`src/core/svd_pkg.sv`:
```
/*
 * Package of the supply-voltage detect control block: register offsets,
 * bit positions, reset values, the reference-settle timing and the states
 * of the reference tracker.
 * Assumes a 32-bit APB bus, where each register takes one aligned word, and
 * a 20 MHz system clock.
 */
package svd_pkg;

    // ==========================================================================
    // Bus and register map
    // ==========================================================================
    localparam int APB_DATA_W = 32;                   // Width of the APB data bus.
    localparam int APB_ADDR_W = 12;                   // Width of the decoded address.
    localparam int CTRL_W = 8;                        // Width of the control register.
    localparam int INT_W = 1;                         // Number of interrupt sources.
    localparam logic [APB_ADDR_W-1:0] OFS_CTRL = 12'h000;   // voltage_detect_control.
    localparam logic [APB_ADDR_W-1:0] OFS_STATUS = 12'h004; // Sticky interrupt status.
    localparam logic [APB_ADDR_W-1:0] OFS_MASK = 12'h008;   // Interrupt mask.

    // ==========================================================================
    // Control register layout
    // ==========================================================================
    localparam int CTRL_DIR_BIT = 7;                  // direction_select.
    localparam int CTRL_RSVD_BIT = 6;                 // Unimplemented, reads zero.
    localparam int CTRL_STABLE_BIT = 5;               // reference_stable, read only.
    localparam int CTRL_EN_BIT = 4;                   // detector_enable.
    localparam int LVL_MSB = 3;                       // Top bit of trip_level.
    localparam int LVL_LSB = 0;                       // Bottom bit of trip_level.
    localparam int LVL_W = LVL_MSB - LVL_LSB + 1;     // Width of trip_level.
    localparam logic [LVL_W-1:0] LVL_EXTERNAL = 4'hf; // Code that selects the external pin.
    localparam logic LVL_RESET_DIR = 1'b0;            // Reset of direction_select.
    localparam logic LVL_RESET_EN = 1'b0;             // Reset of detector_enable.
    localparam logic [LVL_W-1:0] LVL_RESET = 4'h5;    // Reset of trip_level.
    localparam int INT_DETECT_BIT = 0;                // Status and mask bit of detect_flag.

    // ==========================================================================
    // Timing
    // ==========================================================================
    localparam int CLK_PERIOD_NS = 50;                // pclk period at 20 MHz.
    localparam int STAB_TIME_NS = 20000;              // Reference settle time, least.
    // The settle time is a least time, so it rounds up to whole cycles.
    localparam int STAB_CYCLES = (STAB_TIME_NS + CLK_PERIOD_NS - 1) / CLK_PERIOD_NS;

    // ==========================================================================
    // Reference tracker states
    // ==========================================================================
    typedef enum logic [1:0] {
        REF_OFF = 2'b00,                              // Detector powered down.
        REF_SETTLE = 2'b01,                           // Reference still settling.
        REF_READY = 2'b10                             // Reference stable, detection live.
    } svd_ref_state_t;

    // Assemble the control register image as software reads it.
    function automatic logic [CTRL_W-1:0] svd_ctrl_image(
        input logic dir,
        input logic stable,
        input logic en,
        input logic [LVL_W-1:0] lvl
    );
        logic [CTRL_W-1:0] img;
        img = '0;
        img[CTRL_DIR_BIT] = dir;
        img[CTRL_STABLE_BIT] = stable;
        img[CTRL_EN_BIT] = en;
        img[LVL_MSB:LVL_LSB] = lvl;
        return img;
    endfunction : svd_ctrl_image

endpackage : svd_pkg

```
`src/core/svd_sync.sv`:
```
/*
 * Two-flop synchroniser for levels that arrive from outside the pclk domain.
 * Assumes the inputs are levels that stay put for at least two pclk cycles;
 * short glitches may be missed, which is what the analog side expects.
 */
`timescale 1ns/1ps

module svd_sync #(
    parameter int WIDTH = 1                    // Number of independent level bits.
) (
    input wire logic pclk,                     // System clock.
    input wire logic presetn,                  // Asynchronous reset, active low.
    input wire logic [WIDTH-1:0] async_in,     // Levels from another domain.
    output logic [WIDTH-1:0] sync_out          // Levels safe to use in pclk logic.
);

    // ==========================================================================
    // Synchroniser stages
    // ==========================================================================
    logic [WIDTH-1:0] meta_q;                  // First stage, read only by the second.

    // Both stages reset to zero; only the second stage is ever read outside.
    always_ff @(posedge pclk or negedge presetn) begin
        if (!presetn) begin
            meta_q <= '0;
            sync_out <= '0;
        end else begin
            meta_q <= async_in;
            sync_out <= meta_q;
        end
    end

endmodule : svd_sync

```
`src/core/svd_top.sv`:
```
/*
 * Control and status logic of the supply-voltage detector: APB register file,
 * reference-settle tracker, crossing detection, sticky interrupt flag and
 * wake-up request.
 * Assumes the analog comparator, divider and reference live outside and that
 * the comparator output is an asynchronous level; sleep_active comes from
 * logic on pclk.
 */
// The implementer's own choices: the APB register port and the register addresses.
`timescale 1ns/1ps

module svd_top
    import svd_pkg::*;
#(
    parameter int STAB_CNT = STAB_CYCLES       // Settle time in pclk cycles.
) (
    input wire logic pclk,                          // System clock, 20 MHz.
    input wire logic presetn,                       // Asynchronous reset, active low.
    input wire logic psel,                          // APB select.
    input wire logic penable,                       // APB access phase.
    input wire logic pwrite,                        // APB direction, high for write.
    input wire logic [APB_ADDR_W-1:0] paddr,        // APB byte address.
    input wire logic [APB_DATA_W-1:0] pwdata,       // APB write data.
    input wire logic [3:0] pstrb,                   // APB byte strobes.
    output logic [APB_DATA_W-1:0] prdata,           // APB read data.
    output logic pready,                            // APB ready.
    output logic pslverr,                           // APB error for unmapped address.
    input wire logic supply_at_or_above,            // Comparator: supply at or above trip.
    input wire logic sleep_active,                  // Device is in sleep.
    output logic detector_enable,                   // Powers the analog detector.
    output logic [LVL_W-1:0] trip_level,            // Divider tap selection.
    output logic external_trip_input,               // Route the external pin to comparator.
    output logic reference_stable,                  // Reference has settled.
    output logic detect_irq,                        // Level interrupt.
    output logic wake_request                       // Wake-up request while a crossing holds in sleep.
);

    // ==========================================================================
    // Declarations
    // ==========================================================================
    localparam int CNT_W = $clog2(STAB_CNT + 1);    // Width of the settle counter.
    localparam logic [CNT_W-1:0] CNT_DONE = CNT_W'(STAB_CNT); // Count that ends settling.

    logic dir_q;                                    // direction_select.
    logic en_q;                                     // detector_enable.
    logic [LVL_W-1:0] lvl_q;                        // trip_level.
    logic ext_q;                                    // External input selected.
    svd_ref_state_t ref_state_q;                    // Reference tracker state.
    svd_ref_state_t ref_state_d;                    // Next tracker state.
    logic [CNT_W-1:0] stab_cnt_q;                   // Cycles spent settling.
    logic [INT_W-1:0] status_q;                     // Sticky interrupt status.
    logic [INT_W-1:0] status_d;                     // Next status.
    logic [INT_W-1:0] mask_q;                       // Interrupt mask.
    logic [APB_DATA_W-1:0] prdata_q;                // Read data captured in setup.
    logic pslverr_q;                                // Error captured in setup.
    logic irq_q;                                    // Registered interrupt.
    logic wake_q;                                   // Registered wake pulse.
    logic above_s;                                  // Synchronised comparator level.
    logic setup_ph;                                 // APB setup cycle.
    logic wr_acc;                                   // Write taking effect this edge.
    logic wr_ctrl;                                  // Write to control, low lane on.
    logic wr_status;                                // Write to status.
    logic wr_mask;                                  // Write to mask.
    logic new_enable;                               // Write that turns the detector on.
    logic stable;                                   // Reference is ready.
    logic cond;                                     // Supply is on the chosen side.
    logic detect_set;                               // Flag sets this cycle.

    // True when the address hits one of the three registers.
    function automatic logic addr_mapped(input logic [APB_ADDR_W-1:0] a);
        return (a == OFS_CTRL) || (a == OFS_STATUS) || (a == OFS_MASK);
    endfunction : addr_mapped

    // ==========================================================================
    // Input synchronisation
    // ==========================================================================
    // The comparator output is analog-timed, so it passes two flops first.
    // The synchroniser adds two cycles of latency before a crossing is seen.
    svd_sync #(
        .WIDTH(1)
    ) u_sync (
        .pclk(pclk),
        .presetn(presetn),
        .async_in(supply_at_or_above),
        .sync_out(above_s)
    );

    // ==========================================================================
    // APB decode
    // ==========================================================================
    // The slave never stalls, so every access phase completes at once.
    // Only the low byte lane carries fields, so pstrb[0] alone gates writes.
    assign setup_ph = psel && !penable;
    assign wr_acc = psel && penable && pwrite;
    assign wr_ctrl = wr_acc && (paddr == OFS_CTRL) && pstrb[0];
    assign wr_status = wr_acc && (paddr == OFS_STATUS) && pstrb[0];
    assign wr_mask = wr_acc && (paddr == OFS_MASK) && pstrb[0];
    assign pready = psel && penable;
    assign prdata = prdata_q;
    assign pslverr = pslverr_q && psel && penable;

    // Read data and error are taken in the setup cycle so that the data output
    // comes from flops; a status change in the one access cycle shows next read.
    always_ff @(posedge pclk or negedge presetn) begin
        if (!presetn) begin
            prdata_q <= '0;
            pslverr_q <= 1'b0;
        end else if (setup_ph) begin
            pslverr_q <= !addr_mapped(paddr);
            prdata_q <= '0;
            if (!pwrite) begin
                unique case (paddr)
                    OFS_CTRL: begin
                        // Bit 6 is never stored, so it always reads zero.
                        prdata_q <= {{(APB_DATA_W-CTRL_W){1'b0}},
                                     svd_ctrl_image(dir_q, stable, en_q, lvl_q)};
                    end
                    OFS_STATUS: begin
                        prdata_q <= {{(APB_DATA_W-INT_W){1'b0}}, status_q};
                    end
                    OFS_MASK: begin
                        prdata_q <= {{(APB_DATA_W-INT_W){1'b0}}, mask_q};
                    end
                    default: begin
                        // Unmapped reads return zero alongside the error.
                        prdata_q <= '0;
                    end
                endcase
            end
        end
    end

    // ==========================================================================
    // Control register
    // ==========================================================================
    // Writable fields take the low byte; bits 6 and 5 are dropped.
    always_ff @(posedge pclk or negedge presetn) begin
        if (!presetn) begin
            // Reset puts the detector off and the level to its reset code.
            dir_q <= LVL_RESET_DIR;
            en_q <= LVL_RESET_EN;
            lvl_q <= LVL_RESET;
            ext_q <= (LVL_RESET == LVL_EXTERNAL);
        end else if (wr_ctrl) begin
            dir_q <= pwdata[CTRL_DIR_BIT];
            en_q <= pwdata[CTRL_EN_BIT];
            lvl_q <= pwdata[LVL_MSB:LVL_LSB];
            ext_q <= (pwdata[LVL_MSB:LVL_LSB] == LVL_EXTERNAL);
        end
    end

    assign detector_enable = en_q;
    assign trip_level = lvl_q;
    assign external_trip_input = ext_q;

    // ==========================================================================
    // Reference settle tracker
    // ==========================================================================
    // Only a write that switches the detector from off to on restarts settling;
    // rewriting an enabled detector leaves a settled reference alone.
    assign new_enable = wr_ctrl && pwdata[CTRL_EN_BIT] && !en_q;
    assign stable = (ref_state_q == REF_READY);
    assign reference_stable = stable;

    // The analog reference settles in real time, not in clocks, so the count
    // is a least time at the nominal clock; a slower clock only lengthens it.
    // Next state of the tracker.
    always_comb begin
        ref_state_d = ref_state_q;
        unique case (ref_state_q)
            REF_OFF: begin
                if (new_enable) begin
                    ref_state_d = REF_SETTLE;
                end
            end
            REF_SETTLE: begin
                if (wr_ctrl && !pwdata[CTRL_EN_BIT]) begin
                    ref_state_d = REF_OFF;
                end else if (stab_cnt_q == CNT_DONE) begin
                    ref_state_d = REF_READY;
                end
            end
            REF_READY: begin
                if (wr_ctrl && !pwdata[CTRL_EN_BIT]) begin
                    ref_state_d = REF_OFF;
                end
            end
            default: begin
                // The spare code cannot be reached; fall back to off.
                ref_state_d = REF_OFF;
            end
        endcase
    end

    // Tracker state and settle counter; the counter clears on every new enable.
    always_ff @(posedge pclk or negedge presetn) begin
        if (!presetn) begin
            ref_state_q <= REF_OFF;
            stab_cnt_q <= '0;
        end else begin
            ref_state_q <= ref_state_d;
            if (new_enable || ref_state_d != REF_SETTLE) begin
                stab_cnt_q <= '0;
            end else if (stab_cnt_q != CNT_DONE) begin
                stab_cnt_q <= stab_cnt_q + 1'b1;
            end
        end
    end

    // ==========================================================================
    // Crossing detection and sticky flag
    // ==========================================================================
    // The flag is level-sensitive: it follows the synchronised comparator, so a
    // supply that stays past the trip point sets it again right after a clear.
    // Changing direction or level while enabled may flag from a stale sample,
    // so software should clear the flag after such a change.
    // Direction high watches for at-or-above, low for below the trip point.
    assign cond = dir_q ? above_s : !above_s;
    // Nothing sets the flag before the reference has settled.
    assign detect_set = stable && en_q && cond;

    // Write-one-to-clear, with a coincident set winning over the clear.
    // Losing a crossing is worse than a spare interrupt, hence this priority.
    always_comb begin
        status_d = status_q;
        if (wr_status) begin
            status_d = status_q & ~pwdata[INT_W-1:0];
        end
        if (detect_set) begin
            status_d[INT_DETECT_BIT] = 1'b1;
        end
    end

    // Status and mask registers.
    always_ff @(posedge pclk or negedge presetn) begin
        if (!presetn) begin
            status_q <= '0;
            mask_q <= '0;
        end else begin
            status_q <= status_d;
            if (wr_mask) begin
                mask_q <= pwdata[INT_W-1:0];
            end
        end
    end

    // Interrupt and wake outputs come from flops, one cycle behind the cause.
    always_ff @(posedge pclk or negedge presetn) begin
        if (!presetn) begin
            irq_q <= 1'b0;
            wake_q <= 1'b0;
        end else begin
            irq_q <= |(status_q & mask_q);
            wake_q <= detect_set && sleep_active;
        end
    end

    assign detect_irq = irq_q;
    assign wake_request = wake_q;

    // ==========================================================================
    // Assertions
    // ==========================================================================
    // Checks on the design's own signals; a failure prints one line and goes on.
    a_flag_on_event: assert property (@(posedge pclk) disable iff (!presetn)
        detect_set |=> status_q[INT_DETECT_BIT])
        else $error("detect flag missed a qualifying crossing");

    a_dir_low_quiet: assert property (@(posedge pclk) disable iff (!presetn)
        (!dir_q && above_s && !status_q[INT_DETECT_BIT]) |=> !status_q[INT_DETECT_BIT])
        else $error("falling mode flagged while supply was above trip");

    a_rsvd_reads_zero: assert property (@(posedge pclk) disable iff (!presetn)
        (pready && !pwrite && paddr == OFS_CTRL) |-> !prdata[CTRL_RSVD_BIT])
        else $error("unimplemented control bit read as one");

    a_stable_readback: assert property (@(posedge pclk) disable iff (!presetn)
        (setup_ph && !pwrite && paddr == OFS_CTRL) |=> prdata[CTRL_STABLE_BIT] == $past(stable))
        else $error("stable bit read back wrong");

    a_no_set_unstable: assert property (@(posedge pclk) disable iff (!presetn)
        (!stable && !status_q[INT_DETECT_BIT] && !$past(stable)) |=> !status_q[INT_DETECT_BIT])
        else $error("flag set before reference was stable");

    a_settle_restart: assert property (@(posedge pclk) disable iff (!presetn)
        new_enable |=> !stable [*8])
        else $error("reference stable too soon after enable");

    a_settle_count: assert property (@(posedge pclk) disable iff (!presetn)
        $rose(stable) |-> $past(stab_cnt_q) == CNT_DONE)
        else $error("reference became stable at wrong count");

    a_level_written: assert property (@(posedge pclk) disable iff (!presetn)
        wr_ctrl |=> trip_level == $past(pwdata[LVL_MSB:LVL_LSB]))
        else $error("trip level not taken from write");

    a_external_select: assert property (@(posedge pclk) disable iff (!presetn)
        external_trip_input == (trip_level == LVL_EXTERNAL))
        else $error("external input select disagrees with trip level");

    a_sleep_wake: assert property (@(posedge pclk) disable iff (!presetn)
        (detect_set && sleep_active) |=> (wake_request && status_q[INT_DETECT_BIT]))
        else $error("crossing in sleep gave no wake request");

    a_reset_off: assert property (@(posedge pclk)
        $rose(presetn) |-> (!detector_enable && !stable && trip_level == LVL_RESET))
        else $error("control not at reset state after reset");

    a_flag_sticky: assert property (@(posedge pclk) disable iff (!presetn)
        (status_q[INT_DETECT_BIT] && !(wr_status && pwdata[INT_DETECT_BIT]))
        |=> status_q[INT_DETECT_BIT])
        else $error("detect flag dropped without a clear");

    a_irq_raised: assert property (@(posedge pclk) disable iff (!presetn)
        (status_q[INT_DETECT_BIT] && mask_q[INT_DETECT_BIT]) |=> detect_irq)
        else $error("interrupt missing for unmasked flag");

    a_irq_quiet: assert property (@(posedge pclk) disable iff (!presetn)
        !(|(status_q & mask_q)) |=> !detect_irq)
        else $error("interrupt raised with no unmasked flag");

    a_wake_needs_sleep: assert property (@(posedge pclk) disable iff (!presetn)
        wake_request |-> $past(sleep_active))
        else $error("wake request raised outside sleep");

    a_disable_off: assert property (@(posedge pclk) disable iff (!presetn)
        (wr_ctrl && !pwdata[CTRL_EN_BIT]) |=> (!reference_stable && !detector_enable))
        else $error("detector still on after disable");

    a_strobe_ignored: assert property (@(posedge pclk) disable iff (!presetn)
        (wr_acc && !pstrb[0]) |=> $stable(trip_level))
        else $error("write without low lane changed trip level");

endmodule : svd_top

```
`config.mk`:
```
export PLATFORM = sky130hd
export DESIGN_NAME = svd_top
export DESIGN_NICKNAME = d
export VERILOG_FILES = /design/src/core/svd_pkg.sv /design/src/core/svd_sync.sv /design/src/core/svd_top.sv
export SDC_FILE = /design/constraint.sdc
export NUM_CORES = 1
export LEC_CHECK = 0
export BUFFER_PORTS_ARGS = -buffer_cell sky130_fd_sc_hd__buf_2
export CORE_MARGIN = 1
export CORE_UTILIZATION = 45
export CTS_BUF_LIST = sky130_fd_sc_hd__clkbuf_8
export CTS_CLUSTER_DIAMETER = 30
export DETAILED_ROUTE_END_ITERATION = 7
export PLACE_DENSITY = 0.83
export SYNTH_ARGS = -nofsm -noshare
export SYNTH_HDL_FRONTEND = slang
export SYNTH_SLANG_ARGS = --single-unit
```
`constraint.sdc`:
```
create_clock -name pclk -period 1.6 [get_ports pclk]
set_input_delay 0.24 -clock pclk [delete_from_list [all_inputs] [get_ports pclk]]
set_output_delay 0.24 -clock pclk [all_outputs]
set_load 0.02 [all_outputs]
```
# Word-level counts from Yosys, hierarchy flattened
# Index checks and enable logic that the tools add are counted.
# totals
input_bits	55
output_inout_bits	43
register_bits	57
# op_classes
n_eq_ne	8
n_bitwise	3
muxes	12
reduce_logical	29
n_addsub	1
# op_table
operator	n
$mux W32	1
$pmux W8 S3	1
$mux W9	2
$logic_and A1 B1 Y1	17
$eq A12 B3 Y1 const B	1
$eq A12 B4 Y1 const B	1
$logic_not A12 Y1	1
$add A9 B1 Y9 const B	1
$eq A9 B9 Y1 const B	1
$ne A9 B9 Y1 const B	1
$mux W2	4
$pmux W2 S3	1
$logic_not A1 Y1	5
$eq A4 B4 Y1 const B	1
$reduce_bool A2 Y1	2
$logic_or A1 B1 Y1	3
$mux W1	3
$and A1 B1 Y1	2
$eq A2 B1 Y1 const B	1
$eq A2 B2 Y1 const B	1
$logic_not A2 Y1	1
$ne A2 B1 Y1 const B	1
$not A1 Y1	1

# Longest topological paths before layout
# Gate-level depths: netlist of the first run.
# depth
ltp_word	11
mapped_depth	6

# Modules after synthesis
# A second synthesis of the first run with hierarchy kept.
# unflattened
hier_cells	151
hier_area_um2	1704.1
# by_module_without_submodules
module	area_each_um2	cells_each	n_inst
svd_top	1654.1	149	1
svd_sync	50.0	2	1

# Least setup slack after synthesis of the first run
# No wires, ideal clock.
# synth_path
path_type	input-to-reg
from	input paddr[5]
to	register mask_q
slack_ns	0.191
cell_stages	4
setup_time_ns	0.128
arrival_time_ns	1.281
path_buffers	0
path_cell_list	nor4_2 -> nand2_1 -> nor4b_1 -> mux2_1
# synth_between
elab_chain_len	3
# synth_lines
item	line	source
start, declared	svd_top.sv:22	input wire logic [APB_ADDR_W-1:0] paddr,
$eq A12 B4 Y1	svd_top.sv:97	assign wr_mask = wr_acc && (paddr == OFS_MASK) && pstrb[0];
$logic_and A1 B1 Y1 (2 in series)	svd_top.sv:97	
end signal, assigned	svd_top.sv:242	mask_q <= pwdata[INT_W-1:0];
end, declared	svd_top.sv:53	logic [INT_W-1:0] mask_q;
# Every way passes these cells.
# A chain may end at the register's enable or synchronous reset.

# Final worst setup path of the first run
# layout_path
from	register ref_state_q[1]
to	output reference_stable
# layout_between
elab_chain_len	1
# layout_lines
item	line	source
start, declared	svd_top.sv:48	svd_ref_state_t ref_state_q;
start signal, assigned	svd_top.sv:201	ref_state_q <= ref_state_d;
$eq A2 B2 Y1	svd_top.sv:162	assign stable = (ref_state_q == REF_READY);
end, declared	svd_top.sv:33	output logic reference_stable,
# Every way passes these cells.

==> results of run 1 <==
## critical path, delay by kind of cell, from the launching register on
kind / cells / cell delay (ns)
flip-flops: 1 / 0.37
buffers and inverters: 1 / 0.23
AND/OR/NAND/NOR: 1 / 0.32
## cells by family (layout without fill, tap and decap cells)
group | count (synthesis) | after routing
AOI/OAI and AO/OA | 16 | 16
xor gates and xnor gates | 8 | 8
adders and majority gates | 2 | 2
buffers and inverters | 32 | 62
DFF | 32 | 32
muxes | 8 | 8
other | 1 | 25
and+or+nand+nor | 51 | 51
## power by group
part           total, mW  leakage, nW  switching (mW)  internal [mW]
registers          0.818        0.422         0.00231          0.815
logic              0.140        0.515           0.101         0.0382
clock network      0.561       0.0519           0.272          0.289
total               1.52        0.989           0.376           1.14
## sequential cells by signal (all words and copies together) (netlist names)
register             count
trip_level               4
pslverr_q                1
ref_state_q              2
status_q                 1
u_sync.sync_out          1
dir_q                    1
stab_cnt_q               9
prdata                   7
u_sync.meta_q            1
external_trip_input      1
mask_q                   1
detect_irq               1
wake_request             1
detector_enable          1
## timing repair
action,CTS,global route
setup endpoints to repair,0,2
gates resized for setup,0,1
hold buffers,0,0
## metal layers
| metal | part of all wire [%] | vias to the layer above | track usage (%) |
|---|---|---|---|
| met5 | 0 | - | 0 |
| met4 | 1.8 | 0 | 7.85 |
| met3 | 5.3 | 5 | 4.38 |
| met2 | 49 | 42 | 24.3 |
| met1 | 43 | 570 | 18.5 |
| li1 | - | 572 | - |
## worst max-delay path by stage
stage	endpoint	cells past startpoint
finish	reference_stable	2
global route	stab_cnt_q[3]$_DFFE_PN0P_	6
CTS	stab_cnt_q[7]$_DFFE_PN0P_	6
detailed placement	mask_q$_DFFE_PN0P_	5
global placement	mask_q$_DFFE_PN0P_	5
floorplan	mask_q$_DFFE_PN0P_	4
## layout by cell type, fill, tap and decap left out, drive strengths merged, types with 3 or more instances in the layout
| cell type | count |
|---|---|
| inv | 7 |
| and2 | 3 |
| buf | 50 |
| conb | 25 |
| a22o | 6 |
| dfrtp | 30 |
| o21ai | 4 |
| nor4 | 4 |
| nand2 | 10 |
| nor2 | 16 |
| nand3 | 4 |
| clkbuf | 5 |
| mux2 | 7 |
| xnor2 | 6 |
## cell type report
type | count | area [um^2] | area share [%]
Clock inverter | 3 | 11.3 | 0.583
Sequential cell | 32 | 803 | 41.6
Inverter | 4 | 15.0 | 0.777
Multi-Input combinational cell | 110 | 709 | 36.7
Tap cell | 46 | 57.6 | 2.98
Clock buffer | 5 | 68.8 | 3.56
Timing Repair Buffer | 50 | 268 | 13.9
## through the flow
stage,instances,power (mW)
3_3_place_gp,242,0.970
2_1_floorplan,174,0.952
4_1_cts,250,1.53
5_1_grt,250,1.59
6_report,250,1.52
3_5_place_dp,242,0.972
==> flow_metrics.tcl, run 1 <==
set metrics [dict create \
    grt_pass1_wl_um 4530 \
    clk-insertion-delay-late_ns 0.28 \
    hold_viol 3 \
    synth.area.top_cells "dfrtp_1 (46%), buf_4 (11%), mux2_4 (4.6%), nor2_1 (3.6%), dfstp_2 (3.2%)" \
    ys_ff_latch 32 \
    peakVddDrop_v 0.000465 \
    fmax_ghz 0.696 \
    crit_slowest_cell "dfrtp_1" \
    drt_iter0_markers 35 \
    synth_area_um2 1650 \
    synthMuxAreaShare_pct 6.53 \
    r2r_cells 4 \
    grt_pass1_vias 1046 \
    cts_buffers 5 \
    cts_setup_buffers 0 \
    drv_slew 0 \
    grt_max_degree 33 \
    fillers 312 \
    status "finished with violations" \
    portBuffers 43 \
    first_pass_iters 4 \
    synthCells 150 \
    synth_top_area_share_pct 45.6 \
    yosys.area_share.adder_pct 1.52 \
    cts_tree "built" \
    reg2reg_slack_ns 0.18 \
    layout_setup_ws_ns 0.163 \
    yosys.area.top_type "dfrtp_1" \
    place_ws_ns -0.0166 \
    cts_root_buffer "clkbuf_8" \
    num_vias 1189 \
    wire_per_inst_um 11.1 \
    worstMarginPinSlew_ns 0.674 \
    worstSetupPathType "reg -> out" \
    synth_top_family_by_area "simple AND/OR/NAND/NOR gates" \
    clockBufferDepth 2 \
    rsz0062_at_grt "false" \
    clk_pin_slew_ns 0.06 \
    rows 21 \
    critical-path-max-stage-delay_ns 0.37 \
    diodes 0 \
    hp-class "in -> async" \
    end_kind "output port" \
    die-area_um2 3910 \
    maxCapViolCount 0 \
    ys_seq_area_share_pct 48.8 \
    timing.rr.end "stab_cnt_q[7]$_DFFE_PN0P_" \
    nets 260 \
    crit_start "ref_state_q[1]$_DFF_PN0_" \
    leakagePower_nw 0.989 \
    synth_ff_type "dfrtp_1" \
    place_congestion 0.763 \
    power_density_nw_per_um2 785 \
    holdWs_ns -0.00127 \
    setup_tns_ns 0 \
    path_cells "nor2b_1 -> buf_2" \
    synth_xor_xnor_area_share_pct 4.26 \
    ys_top_cells_by_count "dfrtp_1 (30), buf_4 (25), nor2_1 (16)" \
    yosysMostFrequentCell "dfrtp_1" \
    area_delta_synth_final_pct 17.4 \
    yosys_warnings 0 \
    fin_skew_ns 0.00599 \
    required_ns 1.36 \
    io_pins 98 \
    coreArea_um2 3420 \
    critical_path_arrival_ns 1.20 \
    chipHeight_um 62.5 \
    dpl.hpwl_um 2160 \
    synth_edf_count 0 \
    placed_area_um2 1850 \
    wl_um 2790 \
    cts.htree.levels 2 \
    relSlewSlack_pct 55.1 \
    track_usage_pct 15.2 \
    synthSimpleGateAreaFrac_pct 17.4 \
    synth_compound_area_share_pct 7.67 \
    critPathMaxFanout 4 \
    grt_overflow 0 \
    stdcell_area_um2 1930 \
    async_flop_share_pct 100 \
    start_util_pct 48.2 \
    violations "hold timing" \
    die_w_um 62.5 \
    clock_sinks 32 \
    start_kind "flop" \
    ant_nets 0 \
    r2r_start "stab_cnt_q[3]$_DFFE_PN0P_" \
    fin_util_pct 56.6 \
    postSynthAreaPerCell_um2 11.0 \
    finalSetupViolCount 0 \
    antenna_found_initial 0 \
    drc 0 \
    fin_crit_ns 1.44 \
    drive_above_1_share_pct 33.3 \
    finalCritPeriodShare_pct 89.8 \
    avgViaCountPerCell 4.76 \
    ys_types 38 \
]
Power figures use the tool's default switching activity.
==> run 2, diff against run 1 <==
Settings changed: RECOVER_POWER set to 100.
==> flow_metrics.tcl, run 2 (synthesized netlist as in run 1, its figures left out) <==
set metrics [dict create \
    cts_tree "built" \
    largest_register_ffs 9 \
    cts-hold-fix-buffers 0 \
    hold_viol 0 \
    num_vias 1204 \
    maxCapViolCount 0 \
    layout_setup_ws_ns 0.126 \
    reg2reg_slack_ns 0.17 \
    clock_sinks 32 \
    critical_path_arrival_ns 1.23 \
    wire_per_inst_um 11.3 \
    cts_root_buffer "clkbuf_8" \
    crit_start "ref_state_q[0]$_DFF_PN0_" \
    r2r_start "stab_cnt_q[3]$_DFFE_PN0P_" \
    grt_max_degree 33 \
    layout.area.seq_um2 803 \
    io_pins 98 \
    area_delta_synth_final_pct 13.8 \
    stdcell_count 250 \
    portBuffers 43 \
    wl_met1_um 1280 \
    multi_input_area_um2 678 \
    peakVddDrop_v 0.000474 \
    critPathMaxFanout 4 \
    avgViaCountPerCell 4.82 \
    drive_above_1_share_pct 20.6 \
    holdWs_ns 0.0258 \
    rows 21 \
    dp_cells 242 \
    routed.top_layer "met4" \
    rsz0062_at_grt "false" \
    coreArea_um2 3420 \
    power_density_nw_per_um2 812 \
    leakagePower_nw 0.896 \
    status "finished clean" \
    first_pass_iters 4 \
    clk-insertion-delay-late_ns 0.28 \
    relSlewSlack_pct 49.4 \
    cts_buffers 5 \
    place_ws_ns -0.0166 \
    dpl.hpwl_um 2160 \
    fmax_ghz 0.678 \
    finalCritPeriodShare_pct 92.1 \
    drv_slew 0 \
    diodes 0 \
    drt_iter0_markers 28 \
    finalSetupViolCount 0 \
    start_kind "flop" \
    endpoint "reference_stable" \
    die_w_um 62.5 \
    r2r_cells 4 \
    route.met2.wl_um 1360 \
    wl_met3_um 143 \
    die-area_um2 3910 \
    nets 260 \
    drc 0 \
    antenna_found_initial 0 \
    clk_pin_slew_ns 0.06 \
    worstSetupPathType "reg -> out" \
    chipHeight_um 62.5 \
    grt_overflow 0 \
    timing.rr.end "stab_cnt_q[7]$_DFFE_PN0P_" \
    grt_pass1_wl_um 4530 \
    fin_crit_ns 1.47 \
    required_ns 1.36 \
    grt_pass1_vias 1046 \
    place_congestion 0.763 \
    cts_setup_buffers 0 \
    start_util_pct 48.2 \
    track_usage_pct 15.2 \
    ant_nets 0 \
    fin_skew_ns 0.00450 \
    cts.htree.levels 2 \
    clockBufferDepth 2 \
    end_kind "output port" \
    hp-class "in -> async" \
    largest_register "stab_cnt_q" \
    fillers 331 \
    layout_commonest_cell "dfrtp_1" \
    wl_um 2830 \
    final_cell_mix "dfrtp_1 (30), conb_1 (25), buf_2 (24), clkbuf_1 (19), nor2_1 (16)" \
    worstMarginPinSlew_ns 0.759 \
]
## run 2: cell types whose count changed in the layout (fill, tap and decap cells not counted), moves of 5 or more
cell      before  now
clkbuf_1       0   19
mux2_1         1    6
buf_2         43   24
mux2_4         5    0
## run 2: metal layers
layer / GRT usage, % / up-vias
met3: 4.38 / 5
met5: 0 / -
met1: 18.5 / 583
met2: 24.3 / 43
met4: 7.85 / 0
li1: - / 573
## run 2: final cells by class
class | count | area share, %
multi-input cells | 110 | 36.2
well taps | 46 | 3.07
clock inverters | 3 | 0.601
inverters | 4 | 0.802
repair buffers | 50 | 12.8
flip-flops and latches | 32 | 42.9
clock buffers | 5 | 3.67
## run 2: worst min path at each step
stage | startpoint | slack, ns | depth (start not counted) | to
after detailed placement | presetn | 0.32 | 1 | stab_cnt_q[0]$_DFFE_PN0P_
after CTS | presetn | 0.02 | 1 | stab_cnt_q[2]$_DFFE_PN0P_
after global placement | presetn | 0.31 | 1 | stab_cnt_q[0]$_DFFE_PN0P_
final | presetn | 0.03 | 1 | stab_cnt_q[0]$_DFFE_PN0P_
after global routing | supply_at_or_above | 0.06 | 1 | u_sync.meta_q$_DFF_PN0_
after floorplan | presetn | -0.06 | 0 | detect_irq$_DFF_PN0_
## run 2: worst max-delay path: stages (launching register included)
cell      delay, ns
dfrtp_1        0.39
nor2b_1        0.30
clkbuf_1       0.27
## run 2: report_power, final
part / internal, mW / total, mW / switching (mW)
clock: 0.289 / 0.566 / 0.276
combinational: 0.0367 / 0.137 / 0.101
sequential: 0.815 / 0.817 / 0.00230
total: 1.14 / 1.52 / 0.379
## run 2: repair_timing
item / 4_1_cts / 5_1_grt
setup endpoints to repair: 0 / 2
endpoints found under the hold margin: 0 / 0
resized for setup: 0 / 1
## run 2: through the flow
| step | power (mW) | utilization, % | TNS (ns) | cell area [um^2] |
|---|---|---|---|---|
| 5_1_grt | 1.58 | 54.8 | 0 | 1870 |
| 3_5_place_dp | 0.972 | 54.2 | -0.0166 | 1850 |
| 4_1_cts | 1.53 | 56.6 | 0 | 1930 |
| 2_1_floorplan | 0.952 | - | 0 | 1740 |
| 3_3_place_gp | 0.970 | 54.2 | 0 | 1850 |
| 6_report | 1.52 | 54.8 | 0 | 1870 |
==> run 3, diff against run 2 <==
==> constraint.sdc (replaced) <==
create_clock -name pclk -period 1.6 [get_ports pclk]
set_input_delay 0.32 -clock pclk [delete_from_list [all_inputs] [get_ports pclk]]
set_output_delay 0.32 -clock pclk [all_outputs]
set_load 0.02 [all_outputs]
==> flow_metrics.tcl, run 3 (synthesized netlist as in run 1, its figures left out) <==
set metrics [dict create \
    status "finished clean" \
    ant_nets 0 \
    power_density_nw_per_um2 816 \
    wl_um 2870 \
    timing.rr.end "stab_cnt_q[6]$_DFFE_PN0P_" \
    cts_buffers 5 \
    coreArea_um2 3420 \
    stdcell_area_um2 1950 \
    worstSetupPathType "reg -> out" \
    critPathMaxFanout 4 \
    start_util_pct 48.2 \
    layout_setup_ws_ns 0.0748 \
    cts.htree.levels 2 \
    cts_setup_buffers 0 \
    area_delta_synth_final_pct 18.5 \
    placed_area_um2 1900 \
    dpl.hpwl_um 2240 \
    clk_pin_slew_ns 0.07 \
    clockBufferDepth 2 \
    r2r_cells 5 \
    rsz0062_at_grt "false" \
    hp-start "supply_at_or_above" \
    layout_commonest_cell "dfrtp_1" \
    largest_register_ffs 9 \
    clk-insertion-delay-late_ns 0.29 \
    grt_overflow 0 \
    first_pass_iters 4 \
    largest_register "stab_cnt_q" \
    drv_slew 0 \
    drc 0 \
    die_w_um 62.5 \
    hold_viol 0 \
    drt_iter0_markers 36 \
    place_ws_ns -0.0996 \
    worstMarginPinSlew_ns 0.886 \
    diodes 0 \
    finalCritPeriodShare_pct 95.3 \
    hp-class "in -> reg" \
    finalSetupViolCount 0 \
    avgViaCountPerCell 4.64 \
    final_cell_mix "dfrtp_1 (30), conb_1 (25), buf_2 (24), clkbuf_1 (20), nor2_1 (16)" \
    holdWs_ns 0.133 \
    r2r_start "stab_cnt_q[2]$_DFFE_PN0P_" \
    chipHeight_um 62.5 \
    fin_util_pct 57.1 \
    track_usage_pct 16.4 \
    critical_path_arrival_ns 1.21 \
    end_kind "output port" \
    fin_skew_ns 0.00493 \
    relSlewSlack_pct 40.9 \
    grt_pass1_vias 1086 \
    place_congestion 0.794 \
    grt_pass1_wl_um 4790 \
    cts_root_buffer "clkbuf_8" \
    clock_sinks 32 \
    antenna_found_initial 0 \
    rows 21 \
    wire_per_inst_um 11.3 \
    holdPathEnd "u_sync.meta_q$_DFF_PN0_" \
    nets 265 \
    reg2reg_slack_ns 0.12 \
    grt_max_degree 18 \
    fillers 338 \
    portBuffers 43 \
    maxCapViolCount 0 \
    fmax_ghz 0.656 \
    whs_path_depth 1 \
    required_ns 1.28 \
    leakagePower_nw 0.913 \
    io_pins 98 \
    start_kind "flop" \
    fin_crit_ns 1.53 \
    cts_tree "built" \
    die-area_um2 3910 \
    peakVddDrop_v 0.000475 \
    drive_above_1_share_pct 24.9 \
    num_vias 1184 \
]
==> run 3: how the worst max path moves through the flow <==
stage / from / cells past startpoint / to / slack [ns]
floorplan: paddr[5] / 4 / mask_q$_DFFE_PN0P_ / 0.11
global placement: paddr[5] / 5 / mask_q$_DFFE_PN0P_ / -0.07
detailed placement: paddr[9] / 5 / mask_q$_DFFE_PN0P_ / -0.1
CTS: stab_cnt_q[1]$_DFFE_PN0P_ / 7 / stab_cnt_q[4]$_DFFE_PN0P_ / 0.06
global route: ref_state_q[1]$_DFF_PN0_ / 2 / reference_stable / 0.02
finish: ref_state_q[1]$_DFF_PN0_ / 2 / reference_stable / 0.07
==> run 3: metal layers <==
metal | up-vias | global-route usage [%] | part of all wire, %
li1 | 582 | - | -
met1 | 553 | 19.4 | 43
met2 | 43 | 26.8 | 49
met3 | 6 | 5.11 | 5.5
met4 | 0 | 7.85 | 2.1
met5 | - | 0 | 0
==> run 3: layout make-up <==
type	count	area, um^2	area share (%)
Sequential cell	32	803	41.2
Multi-Input combinational cell	110	696	35.6
Timing Repair Buffer	55	288	14.7
Clock buffer	5	68.8	3.53
Tap cell	46	57.6	2.95
Clock inverter	3	23.8	1.22
Inverter	4	15.0	0.769
==> run 3: where the power goes <==
group / leakage (nW) / internal [mW] / switching, mW
logic: 0.450 / 0.0430 / 0.100
registers: 0.422 / 0.814 / 0.00241
clock network: 0.0404 / 0.307 / 0.325
total: 0.913 / 1.16 / 0.428
==> run 3: repair_timing <==
item | in CTS | in global routing
setup endpoints to repair | 0 | 9
hold buffers | 1 | 0
gates resized for setup | 0 | 2
hold endpoints to repair | 15 | 0
==> run 3: worst max-delay path: stages, from the launching register on <==
cell      delay [ns]
dfrtp_1         0.39
nor2b_1         0.29
clkbuf_2        0.23
==> run 3: through the flow <==
| step | instances | power, mW | TNS (ns) |
|---|---|---|---|
| 3_3_place_gp | 246 | 0.976 | -0.0725 |
| 5_1_grt | 255 | 1.67 | 0 |
| 6_report | 255 | 1.59 | 0 |
| 3_5_place_dp | 246 | 0.978 | -0.188 |
| 4_1_cts | 255 | 1.62 | 0 |
| 2_1_floorplan | 174 | 0.952 | 0 |
